**config.mk**
```make
export PLATFORM = sky130hd
export DESIGN_NAME = rx_frame_type_version_filter
export DESIGN_NICKNAME = d
export VERILOG_FILES = /design/src/common/rx_filter_pkg.sv /design/src/version_check.sv /design/src/type_check.sv /design/src/rx_frame_type_version_filter.sv
export SDC_FILE = /design/constraint.sdc
export NUM_CORES = 1
export LEC_CHECK = 0
export BUFFER_PORTS_ARGS = -buffer_cell sky130_fd_sc_hd__buf_2
export CAP_MARGIN = 20
export CELL_PAD_IN_SITES_DETAIL_PLACEMENT = 1
export CELL_PAD_IN_SITES_GLOBAL_PLACEMENT = 1
export CORE_ASPECT_RATIO = 2
export CORE_MARGIN = 2
export CORE_UTILIZATION = 25
export DETAILED_ROUTE_END_ITERATION = 10
export GPL_TIMING_DRIVEN = 0
export PLACE_DENSITY = 0.84
export SYNTH_ARGS = -nofsm -noshare
export SYNTH_HDL_FRONTEND = slang
export SYNTH_HIERARCHICAL = 1
export SYNTH_SLANG_ARGS = --single-unit
```
**constraint.sdc**
```tcl
create_clock -name pclk -period 2.4 [get_ports pclk]
set_input_delay 0.48 -clock pclk [delete_from_list [all_inputs] [get_ports pclk]]
set_output_delay 0.48 -clock pclk [all_outputs]
set_load 0.01 [all_outputs]
```
**src/common/rx_filter_pkg.sv**
```systemverilog
// package: register map, fields and constants of the receive frame filter
package rx_filter_pkg;
  localparam logic [11:0] filter_off = 12'h03c;
  localparam logic [11:0] status_off = 12'h040;
  localparam logic [7:0] filter_reset = 8'h0f;
  localparam int ver_hi = 7;
  localparam int ver_lo = 6;
  localparam int promisc_bit = 5;
  localparam int rsv_bit = 4;
  localparam int cmd_bit = 3;
  localparam int ack_bit = 2;
  localparam int pay_bit = 1;
  localparam int bcn_bit = 0;
  localparam logic [1:0] sel_any = 2'h0;
  localparam logic [1:0] sel_v0 = 2'h1;
  localparam logic [1:0] sel_v1 = 2'h2;
  localparam logic [1:0] sel_v01 = 2'h3;
  localparam logic [2:0] ft_beacon = 3'h0;
  localparam logic [2:0] ft_data = 3'h1;
  localparam logic [2:0] ft_ack = 3'h2;
  localparam logic [2:0] ft_cmd = 3'h3;
  localparam logic [6:0] len_min = 7'h05;
  localparam logic [6:0] len_max = 7'h7f;
  localparam int fcf_type_lo = 0;
  localparam int fcf_ver_lo = 12;
  localparam int fcf_sec_bit = 3;
endpackage : rx_filter_pkg

```
**src/version_check.sv**
```systemverilog
// version selector comparison
`timescale 1ns/1ns
module version_check
  import rx_filter_pkg::*;
(
  input wire logic [1:0] sel, // version selector
  input wire logic [1:0] ver, // frame version field
  output logic pass // version acceptable
);
  always_comb begin
    case (sel)
      sel_any: pass = 1'b1;
      sel_v0: pass = (ver == 2'h0);
      sel_v1: pass = (ver == 2'h1);
      sel_v01: pass = (ver == 2'h0) || (ver == 2'h1);
      default: pass = 1'b0;
    endcase
  end
endmodule : version_check

```
**src/type_check.sv**
```systemverilog
// frame type enable check
`timescale 1ns/1ns
module type_check
  import rx_filter_pkg::*;
(
  input wire logic [7:0] cfg, // sampled filter register
  input wire logic [2:0] ftype, // frame type field
  output logic type_ok, // type enabled
  output logic reserved // type is a reserved value
);
  always_comb begin
    reserved = 1'b0;
    case (ftype)
      ft_beacon: type_ok = cfg[bcn_bit];
      ft_data: type_ok = cfg[pay_bit];
      ft_ack: type_ok = cfg[ack_bit];
      ft_cmd: type_ok = cfg[cmd_bit];
      default: begin
        type_ok = cfg[rsv_bit];
        reserved = 1'b1;
      end
    endcase
  end
endmodule : type_check

```
**src/rx_frame_type_version_filter.sv**
```systemverilog
// receive frame type and version filter with apb register slave
`timescale 1ns/1ns
module rx_frame_type_version_filter
  import rx_filter_pkg::*;
(
  input wire logic pclk, // clock
  input wire logic presetn, // async reset, active low
  input wire logic psel, // apb select
  input wire logic penable, // apb enable
  input wire logic pwrite, // apb direction
  input wire logic [11:0] paddr, // apb byte address
  input wire logic [31:0] pwdata, // apb write data
  output logic [31:0] prdata, // apb read data
  output logic pready, // apb ready
  output logic pslverr, // apb error
  input wire logic frame_start, // pulse: new frame begins
  input wire logic fcf_valid, // pulse: frame control word valid
  input wire logic [15:0] fcf, // frame control word
  input wire logic [6:0] frame_len, // frame length with fcf_valid
  input wire logic addr_match, // address filter passed
  output logic indicate, // pulse: data indication
  output logic ack_request, // pulse: send acknowledgement
  output logic reject, // pulse: frame rejected
  output logic sec_v1_parse // security header uses version 1 layout
);
  logic [7:0] filter_q, filter_d;
  logic [7:0] cfg_q, cfg_d;
  logic indicate_q, indicate_d;
  logic ack_q, ack_d;
  logic reject_q, reject_d;
  logic sec_q, sec_d;
  logic ver_pass, type_ok, reserved, len_ok;
  logic wr_en, rd_en, mapped;
  logic [1:0] fver;

  assign fver = fcf[fcf_ver_lo +: 2];
  assign wr_en = psel && penable && pwrite;
  assign rd_en = psel && penable && !pwrite;
  assign mapped = (paddr == filter_off) || (paddr == status_off);
  assign pready = 1'b1;
  assign pslverr = psel && penable && !mapped;

  version_check u_ver (
    .sel(cfg_q[ver_hi:ver_lo]),
    .ver(fver),
    .pass(ver_pass)
  );

  type_check u_type (
    .cfg(cfg_q),
    .ftype(fcf[fcf_type_lo +: 3]),
    .type_ok(type_ok),
    .reserved(reserved)
  );

  assign len_ok = (frame_len >= len_min) && (frame_len <= len_max);

  always_comb begin
    filter_d = filter_q;
    if (wr_en && paddr == filter_off) begin
      filter_d = pwdata[7:0];
    end
  end

  always_comb begin
    logic normal_ok;
    logic accept;
    normal_ok = 1'b0;
    accept = 1'b0;
    cfg_d = cfg_q;
    indicate_d = 1'b0;
    ack_d = 1'b0;
    reject_d = 1'b0;
    sec_d = sec_q;
    if (frame_start) begin
      cfg_d = filter_q;
    end
    if (fcf_valid) begin
      normal_ok = ver_pass && type_ok && !reserved && addr_match;
      if (cfg_q[rsv_bit]) begin
        accept = len_ok;
      end else begin
        accept = normal_ok;
      end
      // promiscuous indicate ignores address match only
      if (cfg_q[promisc_bit] && !cfg_q[rsv_bit]) begin
        accept = ver_pass && type_ok && !reserved;
      end
      indicate_d = accept;
      // acks only under normal rules; ack frames themselves never acked
      ack_d = accept && normal_ok && fcf[5] && (fcf[2:0] != ft_ack);
      reject_d = !accept;
      sec_d = fcf[fcf_sec_bit] && (fver != 2'h0);
    end
  end

  always_ff @(posedge pclk or negedge presetn) begin
    if (!presetn) begin
      filter_q <= filter_reset;
      cfg_q <= filter_reset;
      indicate_q <= 1'b0;
      ack_q <= 1'b0;
      reject_q <= 1'b0;
      sec_q <= 1'b0;
    end else begin
      filter_q <= filter_d;
      cfg_q <= cfg_d;
      indicate_q <= indicate_d;
      ack_q <= ack_d;
      reject_q <= reject_d;
      sec_q <= sec_d;
    end
  end

  // read data is combinational from flops; apb samples it at the access edge
  always_comb begin
    prdata = 32'h0;
    if (rd_en && paddr == filter_off) begin
      prdata = {24'h0, filter_q};
    end else if (rd_en && paddr == status_off) begin
      prdata = {24'h0, cfg_q};
    end
  end

  assign indicate = indicate_q;
  assign ack_request = ack_q;
  assign reject = reject_q;
  assign sec_v1_parse = sec_q;

  a_rsv_reject: assert property (@(posedge pclk) disable iff (!presetn)
    fcf_valid && reserved && !cfg_q[rsv_bit] |=> reject)
    else $error("reserved type not rejected");
  a_len_only: assert property (@(posedge pclk) disable iff (!presetn)
    fcf_valid && cfg_q[rsv_bit] |=> indicate == $past(len_ok))
    else $error("length only mode wrong");
  a_cmd_off: assert property (@(posedge pclk) disable iff (!presetn)
    fcf_valid && fcf[2:0] == ft_cmd && !cfg_q[cmd_bit] && !cfg_q[rsv_bit]
    |=> reject)
    else $error("command frame passed");
  a_ack_off: assert property (@(posedge pclk) disable iff (!presetn)
    fcf_valid && fcf[2:0] == ft_ack && !cfg_q[ack_bit] && !cfg_q[rsv_bit]
    |=> reject)
    else $error("ack frame passed");
  a_pay_off: assert property (@(posedge pclk) disable iff (!presetn)
    fcf_valid && fcf[2:0] == ft_data && !cfg_q[pay_bit] && !cfg_q[rsv_bit]
    |=> reject)
    else $error("data frame passed");
  a_bcn_off: assert property (@(posedge pclk) disable iff (!presetn)
    fcf_valid && fcf[2:0] == ft_beacon && !cfg_q[bcn_bit] && !cfg_q[rsv_bit]
    |=> reject)
    else $error("beacon frame passed");
  a_ver_gate: assert property (@(posedge pclk) disable iff (!presetn)
    fcf_valid && !cfg_q[rsv_bit] && cfg_q[7:6] == sel_v0 && fver != 2'h0
    |=> reject && !indicate)
    else $error("version selector ignored");
  a_ack_normal: assert property (@(posedge pclk) disable iff (!presetn)
    fcf_valid && !addr_match && !cfg_q[rsv_bit] |=> !ack_request)
    else $error("ack under promiscuous rules");
  a_cfg_sample: assert property (@(posedge pclk) disable iff (!presetn)
    !frame_start |=> cfg_q == $past(cfg_q))
    else $error("settings changed mid frame");
  a_sec_map: assert property (@(posedge pclk) disable iff (!presetn)
    fcf_valid && fcf[fcf_sec_bit] && fver[1] |=> sec_v1_parse)
    else $error("version 2/3 not parsed as 1");
  a_one_out: assert property (@(posedge pclk) disable iff (!presetn)
    !(indicate && reject) && (!ack_request || indicate))
    else $error("outputs inconsistent");

  // both directions of each gate: an enabled frame must not be dropped, a failing one must be rejected
  a_ver_fail: assert property (
    @(posedge pclk) disable iff (!presetn)
    fcf_valid && !cfg_q[rsv_bit] && !ver_pass |=> reject)
    else $error("failing version accepted");
  a_any_pass: assert property (
    @(posedge pclk) disable iff (!presetn)
    fcf_valid && !cfg_q[rsv_bit] && cfg_q[7:6] == sel_any && type_ok &&
    !reserved && addr_match |=> indicate)
    else $error("any version selector rejected");
  a_v0_pass: assert property (
    @(posedge pclk) disable iff (!presetn)
    fcf_valid && !cfg_q[rsv_bit] && cfg_q[7:6] == sel_v0 && fver == 2'h0 &&
    type_ok && !reserved && addr_match |=> indicate)
    else $error("version 0 rejected");
  a_v1_gate: assert property (
    @(posedge pclk) disable iff (!presetn)
    fcf_valid && !cfg_q[rsv_bit] && cfg_q[7:6] == sel_v1 && fver != 2'h1
    |=> reject)
    else $error("only version 1 selector ignored");
  a_v1_pass: assert property (
    @(posedge pclk) disable iff (!presetn)
    fcf_valid && !cfg_q[rsv_bit] && cfg_q[7:6] == sel_v1 && fver == 2'h1 &&
    type_ok && !reserved && addr_match |=> indicate)
    else $error("version 1 rejected");
  a_v01_gate: assert property (
    @(posedge pclk) disable iff (!presetn)
    fcf_valid && !cfg_q[rsv_bit] && cfg_q[7:6] == sel_v01 && fver[1]
    |=> reject)
    else $error("version 2 or 3 accepted");
  a_v01_pass: assert property (
    @(posedge pclk) disable iff (!presetn)
    fcf_valid && !cfg_q[rsv_bit] && cfg_q[7:6] == sel_v01 && !fver[1] &&
    type_ok && !reserved && addr_match |=> indicate)
    else $error("version 0 or 1 rejected");
  a_sec_v0: assert property (
    @(posedge pclk) disable iff (!presetn)
    fcf_valid && fver == 2'h0 |=> !sec_v1_parse)
    else $error("version 0 parsed as 1");
  a_sec_hold: assert property (
    @(posedge pclk) disable iff (!presetn)
    !fcf_valid |=> $stable(sec_v1_parse))
    else $error("security layout changed between frames");
  a_prom_ind: assert property (
    @(posedge pclk) disable iff (!presetn)
    fcf_valid && cfg_q[promisc_bit] && !cfg_q[rsv_bit] && ver_pass &&
    type_ok && !reserved |=> indicate)
    else $error("promiscuous frame not indicated");
  a_prom_off: assert property (
    @(posedge pclk) disable iff (!presetn)
    fcf_valid && !cfg_q[promisc_bit] && !cfg_q[rsv_bit] && !addr_match
    |=> reject)
    else $error("foreign frame indicated");
  a_ack_type: assert property (
    @(posedge pclk) disable iff (!presetn)
    fcf_valid && fcf[2:0] == ft_ack |=> !ack_request)
    else $error("ack frame acknowledged");
  a_ack_req: assert property (
    @(posedge pclk) disable iff (!presetn)
    fcf_valid && !fcf[5] |=> !ack_request)
    else $error("ack without request");
  a_rsv_pass: assert property (
    @(posedge pclk) disable iff (!presetn)
    fcf_valid && cfg_q[rsv_bit] && len_ok |=> indicate)
    else $error("good length rejected");
  a_rsv_len: assert property (
    @(posedge pclk) disable iff (!presetn)
    fcf_valid && cfg_q[rsv_bit] && !len_ok |=> reject && !ack_request)
    else $error("short frame accepted");
  a_cmd_on: assert property (
    @(posedge pclk) disable iff (!presetn)
    fcf_valid && fcf[2:0] == ft_cmd && cfg_q[cmd_bit] && ver_pass &&
    addr_match && !cfg_q[rsv_bit] |=> indicate)
    else $error("enabled command frame rejected");
  a_ack_on: assert property (
    @(posedge pclk) disable iff (!presetn)
    fcf_valid && fcf[2:0] == ft_ack && cfg_q[ack_bit] && ver_pass &&
    addr_match && !cfg_q[rsv_bit] |=> indicate)
    else $error("enabled ack frame rejected");
  a_pay_on: assert property (
    @(posedge pclk) disable iff (!presetn)
    fcf_valid && fcf[2:0] == ft_data && cfg_q[pay_bit] && ver_pass &&
    addr_match && !cfg_q[rsv_bit] |=> indicate)
    else $error("enabled data frame rejected");
  a_bcn_on: assert property (
    @(posedge pclk) disable iff (!presetn)
    fcf_valid && fcf[2:0] == ft_beacon && cfg_q[bcn_bit] && ver_pass &&
    addr_match && !cfg_q[rsv_bit] |=> indicate)
    else $error("enabled beacon frame rejected");
  a_rej_noack: assert property (
    @(posedge pclk) disable iff (!presetn)
    fcf_valid && !cfg_q[rsv_bit] && !ver_pass |=> !ack_request)
    else $error("rejected frame acknowledged");
  a_pulse_only: assert property (
    @(posedge pclk) disable iff (!presetn)
    !fcf_valid |=> !indicate && !reject && !ack_request)
    else $error("result without frame");
  a_cfg_take: assert property (
    @(posedge pclk) disable iff (!presetn)
    frame_start |=> cfg_q == $past(filter_q))
    else $error("settings not taken at frame start");
  a_filter_wr: assert property (
    @(posedge pclk) disable iff (!presetn)
    wr_en && paddr == filter_off |=> filter_q == $past(pwdata[7:0]))
    else $error("filter write lost");
  a_filter_hold: assert property (
    @(posedge pclk) disable iff (!presetn)
    !(wr_en && paddr == filter_off) |=> $stable(filter_q))
    else $error("filter changed without write");
  a_rd_idle: assert property (
    @(posedge pclk) disable iff (!presetn)
    !rd_en |-> prdata == 32'h0)
    else $error("read data outside access");

  c_accept: cover property (@(posedge pclk) disable iff (!presetn)
    indicate && ack_request);
  c_reject: cover property (@(posedge pclk) disable iff (!presetn) reject);
  c_promisc: cover property (@(posedge pclk) disable iff (!presetn)
    indicate && cfg_q[promisc_bit] && !ack_request);
  c_rsv_mode: cover property (@(posedge pclk) disable iff (!presetn)
    indicate && cfg_q[rsv_bit]);
  c_sec_v1: cover property (@(posedge pclk) disable iff (!presetn)
    indicate && sec_v1_parse);
endmodule : rx_frame_type_version_filter

```
* Word-level counts from Yosys, hierarchy flattened
Cells that the tools add are included.
W data, S select, Z words.
** Operators by class
- $add $sub $neg :: 0
- Multipliers :: 0
- Divide/modulo/power cells :: 0
- $lt $le $gt $ge :: 2
- Eq/ne operators :: 10
- Shift-type cells :: 0
- Multiplexer cells :: 10
- Bitwise operators :: 0
- Reduce and logical (&&, ||, !) cells :: 27
** Operators with widths (count)
- $logic_and A1 B1 Y1 :: 16
- $mux W8 :: 2
- $eq A12 B6 Y1 const B :: 1
- $eq A12 B7 Y1 const B :: 1
- $pmux W1 S4 :: 2
- $ge A7 B3 Y1 const B :: 1
- $le A7 B7 Y1 const B :: 1
- $eq A3 B2 Y1 const B :: 2
- $mux W1 :: 6
- $eq A2 B1 Y1 const B :: 2
- $eq A2 B2 Y1 const B :: 2
- $logic_not A1 Y1 :: 4
- $logic_not A2 Y1 :: 2
- $reduce_or A4 Y1 :: 1
- $eq A3 B1 Y1 const B :: 1
- $logic_not A3 Y1 :: 1
- $ne A3 B2 Y1 const B :: 1
- $logic_or A1 B1 Y1 :: 2
- $reduce_bool A2 Y1 :: 1
** Storage, ports and cells
- Register bits :: 20
- Bits in latches :: 0
- Memory bits (writable) :: 0
- Memory bits (read-only) :: 0
- Memories :: 0

* Logic depth before layout (Yosys ltp)
Gate-level depths: netlist (run 1).
- Depth after elaboration :: 13
- Gate-level depth with buffers :: 6

* By module
The synthesis (run 1) kept the hierarchy.
** Modules (own cells, without submodules)
- rx_frame_type_version_filter :: times used 1, cells each 105, area each 1191.1 µm², sequential area each 510.5 µm²
- type_check :: times used 1, cells each 7, area each 46.3 µm², sequential area each 0.0 µm²
- version_check :: times used 1, cells each 3, area each 21.3 µm², sequential area each 0.0 µm²

* Worst setup path after synthesis (run 1)
No wires, ideal clock.
- Kind :: input -> output
- From :: input port paddr[9]
- To :: output port prdata[0]
- Arrival :: 1.866 ns
- Data required time :: 1.920 ns
- Path slack :: 0.054 ns
- Cell stages on the path :: 3
- Buffers on the path :: 0
- Cell sequence :: or4_4 -> nor4_2 -> a22o_1
** Between the ends
- Word-level cells in the longest chain between the ends :: 4
** Ends and longest elaborated chain
- start, declared :: line rx_frame_type_version_filter.sv:11 : input wire logic [11:0] paddr,
- $eq A12 B7 Y1 :: line rx_frame_type_version_filter.sv:120 : end else if (rd_en && paddr == status_off) begin
- $logic_and A1 B1 Y1 :: line rx_frame_type_version_filter.sv:120
- $mux W8 :: line rx_frame_type_version_filter.sv:120
- $mux W8 * :: line rx_frame_type_version_filter.sv:118 : if (rd_en && paddr == filter_off) begin
- end, declared :: line rx_frame_type_version_filter.sv:13 : output logic [31:0] prdata,
Mark *: on every way between the ends. The rest lies on a longest branch, timed or not.

* Worst setup path after layout (run 1)
- From :: input port paddr[3]
- To :: output port prdata[5]
Same word-level chain as after synthesis.

==> flow_summary.json, run 1 <==
{
  "status": "finished, final reports clean",
  "ys.flop_type": "dfrtp_1",
  "reg2reg_depth": 6,
  "crit_required_ps": 1920,
  "drt-pass1-iter-count": 3,
  "cts_made_buffers": 3,
  "period_share_pct": 95.71,
  "synthArstFlopShare_pct": 100.0,
  "clk_path_buf_depth": 2,
  "initial_utilization_pct": 25.87,
  "drt_iter0_markers": 6,
  "cp_max_fo": 8,
  "clkTransAtPathRegs_ps": 80,
  "dp_slack_ps": -416.9,
  "seq_area_frac_synth_pct": 40.56,
  "cts_tree": "done",
  "dp_hpwl_mm": 2.627,
  "grt_pass1_wl_mm": 5.050,
  "synth_enable_flop_cells": 0,
  "switching_share_pct": 22.61,
  "power_frac_comb_pct": 15.9,
  "grt_max_degree": 21,
  "setup_slack_ps": 103.0,
  "fmaxAchievable_mhz": 435.3,
  "grt-ovfl-total": 0,
  "final_area_um2": 1798,
  "antenna_found_initial": 0,
  "grt_util_all_layers_pct": 12.05,
  "rsz0062_at_grt": "false",
  "setup-violations-final": 0,
  "reg2reg_to": "reject$_DFF_PN0_",
  "diodes": 0,
  "htree_levels": 1,
  "dr_total_vias": 1120,
  "rrSetupSlack_ps": 730,
  "final_cell_mix": "buf_2 (53), buf_4 (26), conb_1 (25), mux2_2 (15), dfrtp_1 (12)",
  "clk_latency_ps": 270,
  "worstPathArrival_ps": 1820,
  "yosysWarnings": 6,
  "worstSetupPathType": "input port to output pin",
  "final-seq-area_um2": 510.5,
  "p_leak_nw": 0.9613,
  "ioPinCount": 113,
  "synth_area_per_cell_um2": 10.95,
  "n_fill_cell": 591,
  "gp_congestion": 0.7278,
  "crit_path_end_kind": "output pin",
  "synth_area_um2": 1259,
  "die_height_um": 104.3,
  "hold_viol": 0,
  "final_common_cell": "buf_2",
  "ir_drop_mv": 0.2530,
  "netlist_instances": 115,
  "wl_per_cell_um": 12.50,
  "synth_cell_types": 34,
  "grt_pass1_vias": 1127,
  "p_per_area_nw_per_um2": 452.1,
  "hold_path_class": "input port to asynchronous set/reset pin",
  "cell_internal_pwr_uw": 629.2,
  "core_area_um2": 4865,
  "slew_violations": 0,
  "seqPwrFrac_pct": 42.1,
  "cts.sinks": 20,
  "ctsRootBufferMaster": "clkbuf_8",
  "drv_cap": 0,
  "die_w_um": 54.18,
  "finalClockSkew_ps": 4.127,
  "drtAntennaViolNets": 0,
  "drc": 0,
  "p_switching_uw": 183.8,
  "die-area_um2": 5653,
  "port_buffers": 53,
  "drive_above_1_share_pct": 57.87,
  "core.rowCount": 36,
  "reg2reg_from": "cfg_q[0]$_DFFE_PN1P_",
  "relSlewSlack_pct": 59.37,
  "ys_ff_latch": 20,
  "multi_input_area_um2": 646.9,
  "areaGrowthSynthToFinish_pct": 42.84,
  "vias_per_cell": 4.409,
  "startpoint_type": "input port",
  "wl_mm": 3.175,
  "cp-startpoint": "paddr[3]",
  "power_frac_clock_pct": 42.0,
  "fin_crit_ps": 2297,
  "placed_area_um2": 1682,
  "nets": 273,
  "max_slew.worst_pin.slew_ps": 604.9
}
flip-flops by register name, summed over array words and instances, names as in the netlist:
register and count:
cfg_q 8, filter_q 8, ack_request 1, indicate 1
reject 1, sec_v1_parse 1
area by class of cell:
class	instances	area share, %
clock buffer	3	2.296
timing repair buffer	55	15.80
inverter	5	1.044
sequential	20	28.39
tap	57	3.967
clock inverter	1	1.670
multi-input combinational	86	35.98
buffer	27	10.86
power groups by stage:
stage               Sequential (mW)  Clock (mW)  Combinational (mW)
floorplan                     0.350           0              0.0694
global placement              0.348           0               0.122
detailed placement            0.349           0               0.124
CTS                           0.342       0.348               0.126
global route                  0.343       0.364               0.143
finish                        0.342       0.342               0.129
logic make-up (layout without fill, tap and decap cells):
kind of cell / Yosys count / after routing / synth area share (%)
buf+inv: 32 / 91 / 17.00
mux: 16 / 16 / 14.21
compound gates: 21 / 21 / 12.62
simple gates: 24 / 24 / 15.01
flops: 20 / 20 / 40.56
other cells: 2 / 25 / 0.5966
synthesized netlist by cell type, types with 2 or more instances:
cell,number,share of area (%)
nand4b_1,4,2.8
nand2_1,3,0.89
conb_1,2,0.60
clkbuf_1,2,0.60
buf_4,25,15
inv_1,5,1.5
a22o_1,8,5.6
o211ai_1,2,1.2
dfstp_2,8,17
a21oi_1,2,0.80
o21ai_0,3,1.2
nor2_1,2,0.60
nand4_1,2,0.99
dfrtp_1,12,24
mux2_2,15,13
nor4_2,2,2.0
timing repair:
action,4_1_cts,5_1_grt
hold buffers,0,0
cloned,0,0
resized for setup,2,3
endpoints found under the setup margin,8,7
pin swaps,2,0
setup buffers,2,0
critical path, stage by stage:
cell and delay (ps):
buf_2 110, or4_4 550, nor4_4 230, buf_6 170
a22o_1 140, buf_2 130
metrics by stage:
stage	setup TNS [ps]	hold slack [ps]	utilization [%]	std cells	power, mW
2_1_floorplan	0	184.4	-	138	0.4194
3_3_place_gp	-3159	447.2	34.57	248	0.4703
3_5_place_dp	-3191	453.5	34.57	248	0.4729
4_1_cts	0	165.9	36.70	254	0.8164
5_1_grt	0	181.7	36.96	254	0.8497
6_report	0	151.5	36.96	254	0.8129
worst max path at each step:
stage | endpoint | slack [ps] | cells past startpoint
2_1_floorplan | prdata[0] | 50 | 3
3_3_place_gp | prdata[5] | -420 | 5
3_5_place_dp | prdata[5] | -420 | 5
4_1_cts | prdata[5] | 40 | 6
5_1_grt | prdata[6] | 30 | 6
6_report | prdata[5] | 100 | 6
metal layers:
layer | share of wire (%) | vias up | global-route usage (%)
li1 | - | 536 | -
met1 | 31 | 523 | 11.52
met4 | 4.0 | 0 | 7.321
met2 | 57 | 51 | 21.77
met3 | 7.4 | 10 | 2.011
met5 | 0 | - | 0
Power figures use the tool's default switching activity.
==> run 2, diff against run 1 <==
==> constraint.sdc (replaced) <==
create_clock -name pclk -period 2.4 [get_ports pclk]
set_input_delay 0 -clock pclk [delete_from_list [all_inputs] [get_ports pclk]]
set_output_delay 0 -clock pclk [all_outputs]
set_load 0.01 [all_outputs]
==> run 2 against run 1 <==
  * Clock power barely moved
  * Combinational power rose by 7%
  * First-iteration DRC count rose by 83%
  * Worst hold slack got worse by 150 ps
  * Die area did not move
  * Register-to-register slack barely moved
  * Wire length rose by 0.28%
  * Largest cell class unchanged
  * Highest routed layer unchanged
==> flow_summary.json, run 2 (same netlist as run 1, synthesis figures left out) <==
{
  "cpMaxStageDelayCell": "nor4_2",
  "fin_crit_ps": 1855,
  "vias_per_cell": 4.378,
  "drt-pass1-iter-count": 3,
  "ctsRootBufferMaster": "clkbuf_8",
  "grt_pass1_wl_mm": 5.112,
  "startpoint_type": "input port",
  "htree_levels": 1,
  "post-cts-setup-buffers": 0,
  "clk_path_buf_depth": 2,
  "grt_use_met2_pct": 22.29,
  "crit_required_ps": 2400,
  "cts_tree": "done",
  "crit_family": "simple AND/OR/NAND/NOR gates",
  "areaGrowthSynthToFinish_pct": 47.22,
  "final_cell_mix": "buf_2 (53), buf_4 (25), conb_1 (25), mux2_2 (15), dfrtp_1 (12)",
  "rsz0062_at_grt": "false",
  "path_buf_inv": 2,
  "drc": 0,
  "hold_viol": 0,
  "timing.critical_path.mode_cell": "buf_2",
  "die_height_um": 104.3,
  "cts_made_buffers": 3,
  "dr_total_vias": 1147,
  "cts.sinks": 20,
  "final_common_cell": "buf_2",
  "worstSetupPathType": "input port to output pin",
  "antenna_found_initial": 0,
  "drv_cap": 0,
  "fmaxAchievable_mhz": 539.2,
  "dp_hpwl_mm": 2.627,
  "drtAntennaViolNets": 0,
  "crit_path_end_kind": "output pin",
  "max_slew.worst_pin.slew_ps": 860.3,
  "cp_max_fo": 8,
  "drive_above_1_share_pct": 53.66,
  "clkTransAtPathRegs_ps": 80,
  "p_per_area_nw_per_um2": 443.5,
  "grt_util_all_layers_pct": 12.19,
  "relSlewSlack_pct": 42.17,
  "ioPinCount": 113,
  "wl_per_cell_um": 12.15,
  "status": "finished, final reports clean",
  "top_regs": "cfg_q: 8 flops, filter_q: 8 flops",
  "drt_iter0_markers": 11,
  "n_fill_cell": 599,
  "period_share_pct": 77.28,
  "gp_congestion": 0.7278,
  "grt-ovfl-total": 0,
  "hold_path_class": "input port to flip-flop",
  "die-area_um2": 5653,
  "met3_usage_pct": 2.011,
  "busiest_layer": "met2",
  "finalClockSkew_ps": 7.977,
  "ir_drop_mv": 0.2566,
  "core_area_um2": 4865,
  "die_w_um": 54.18,
  "timing.hold.ws_ps": 0.9167,
  "cp_slowest_stage_delay_ps": 790,
  "nets": 281,
  "final_cells": 262,
  "path_cells": "buf_2 > or4_4 > nor4_2 > a22o_1 > buf_2",
  "initial_utilization_pct": 25.87,
  "tns_ps": 0,
  "grt_max_degree": 21,
  "dp.cells": 248,
  "port_buffers": 53,
  "core.rowCount": 36,
  "setup-violations-final": 0,
  "gr-usage-met1_pct": 11.43,
  "worstPathArrival_ps": 1850,
  "clk_latency_ps": 270,
  "wl_mm": 3.184,
  "diodes": 0,
  "grt_pass1_vias": 1159,
  "p_leak_nw": 0.9641,
  "slew_violations": 0
}
==> run 2: per-stage QoR <==
step	util (%)	setup slack, ps	instance area (um^2)	power, mW
3_5_place_dp	34.57	543.1	1682	0.4729
3_3_place_gp	34.57	541.7	1682	0.4703
5_1_grt	38.09	424.6	1853	0.8595
4_1_cts	38.09	543.0	1853	0.8274
6_report	38.09	545.3	1853	0.8219
2_1_floorplan	-	847.9	1345	0.4194
==> run 2: final cells by class <==
| class | instances | area (um^2) | share of cell area (%) |
|---|---|---|---|
| sequential | 20 | 510.5 | 27.55 |
| clock buffer | 3 | 41.29 | 2.228 |
| inverter | 5 | 18.77 | 1.013 |
| clock inverter | 1 | 30.03 | 1.621 |
| buffer | 27 | 195.2 | 10.53 |
| tap | 57 | 71.32 | 3.849 |
| multi-input combinational | 86 | 620.6 | 33.49 |
| timing repair buffer | 63 | 365.4 | 19.72 |
==> run 2: where the power goes <==
group	switching (mW)	internal (mW)	leakage, nW
combinational	0.0630	0.0746	0.682
sequential	0.00135	0.341	0.246
clock	0.119	0.223	0.0357
total	0.183	0.639	0.964
==> run 2: worst register-to-register path: stages, from the launching register on <==
cell and delay [ps]:
dfstp_2 540, nor2b_1 140, a2111oi_1 60, a311oi_1 250, and3b_1 230, o211ai_1 150, and3_1 210
==> run 2: per-layer routing <==
metal  share of wire (%)  vias to the layer above
met5                   0                        -
met4                 4.0                        0
met3                 7.1                        9
met2                  57                       49
met1                  32                      538
li1                    -                      551
==> run 2: final timing paths <==
kind | to | slack (ps) | from | cells after the start
min | sec_v1_parse$_DFFE_PN0P_ | 0.9 | fcf[3] | 3
max reg2reg | reject$_DFF_PN0_ | 720 | cfg_q[0]$_DFFE_PN1P_ | 6
max | prdata[5] | 550 | paddr[9] | 5
min in group asynchronous | filter_q[4]$_DFFE_PN0P_ | 210 | presetn | 2
min reg2reg | cfg_q[7]$_DFFE_PN0P_ | 540 | filter_q[7]$_DFFE_PN0P_ | 1
max in group asynchronous | cfg_q[1]$_DFFE_PN1P_ | 1850 | presetn | 2
==> run 2: what timing repair did <==
| action | in CTS | in global routing |
|---|---|---|
| hold endpoints to repair | 22 | 0 |
| resized for setup | 0 | 0 |
| hold buffers | 10 | 0 |
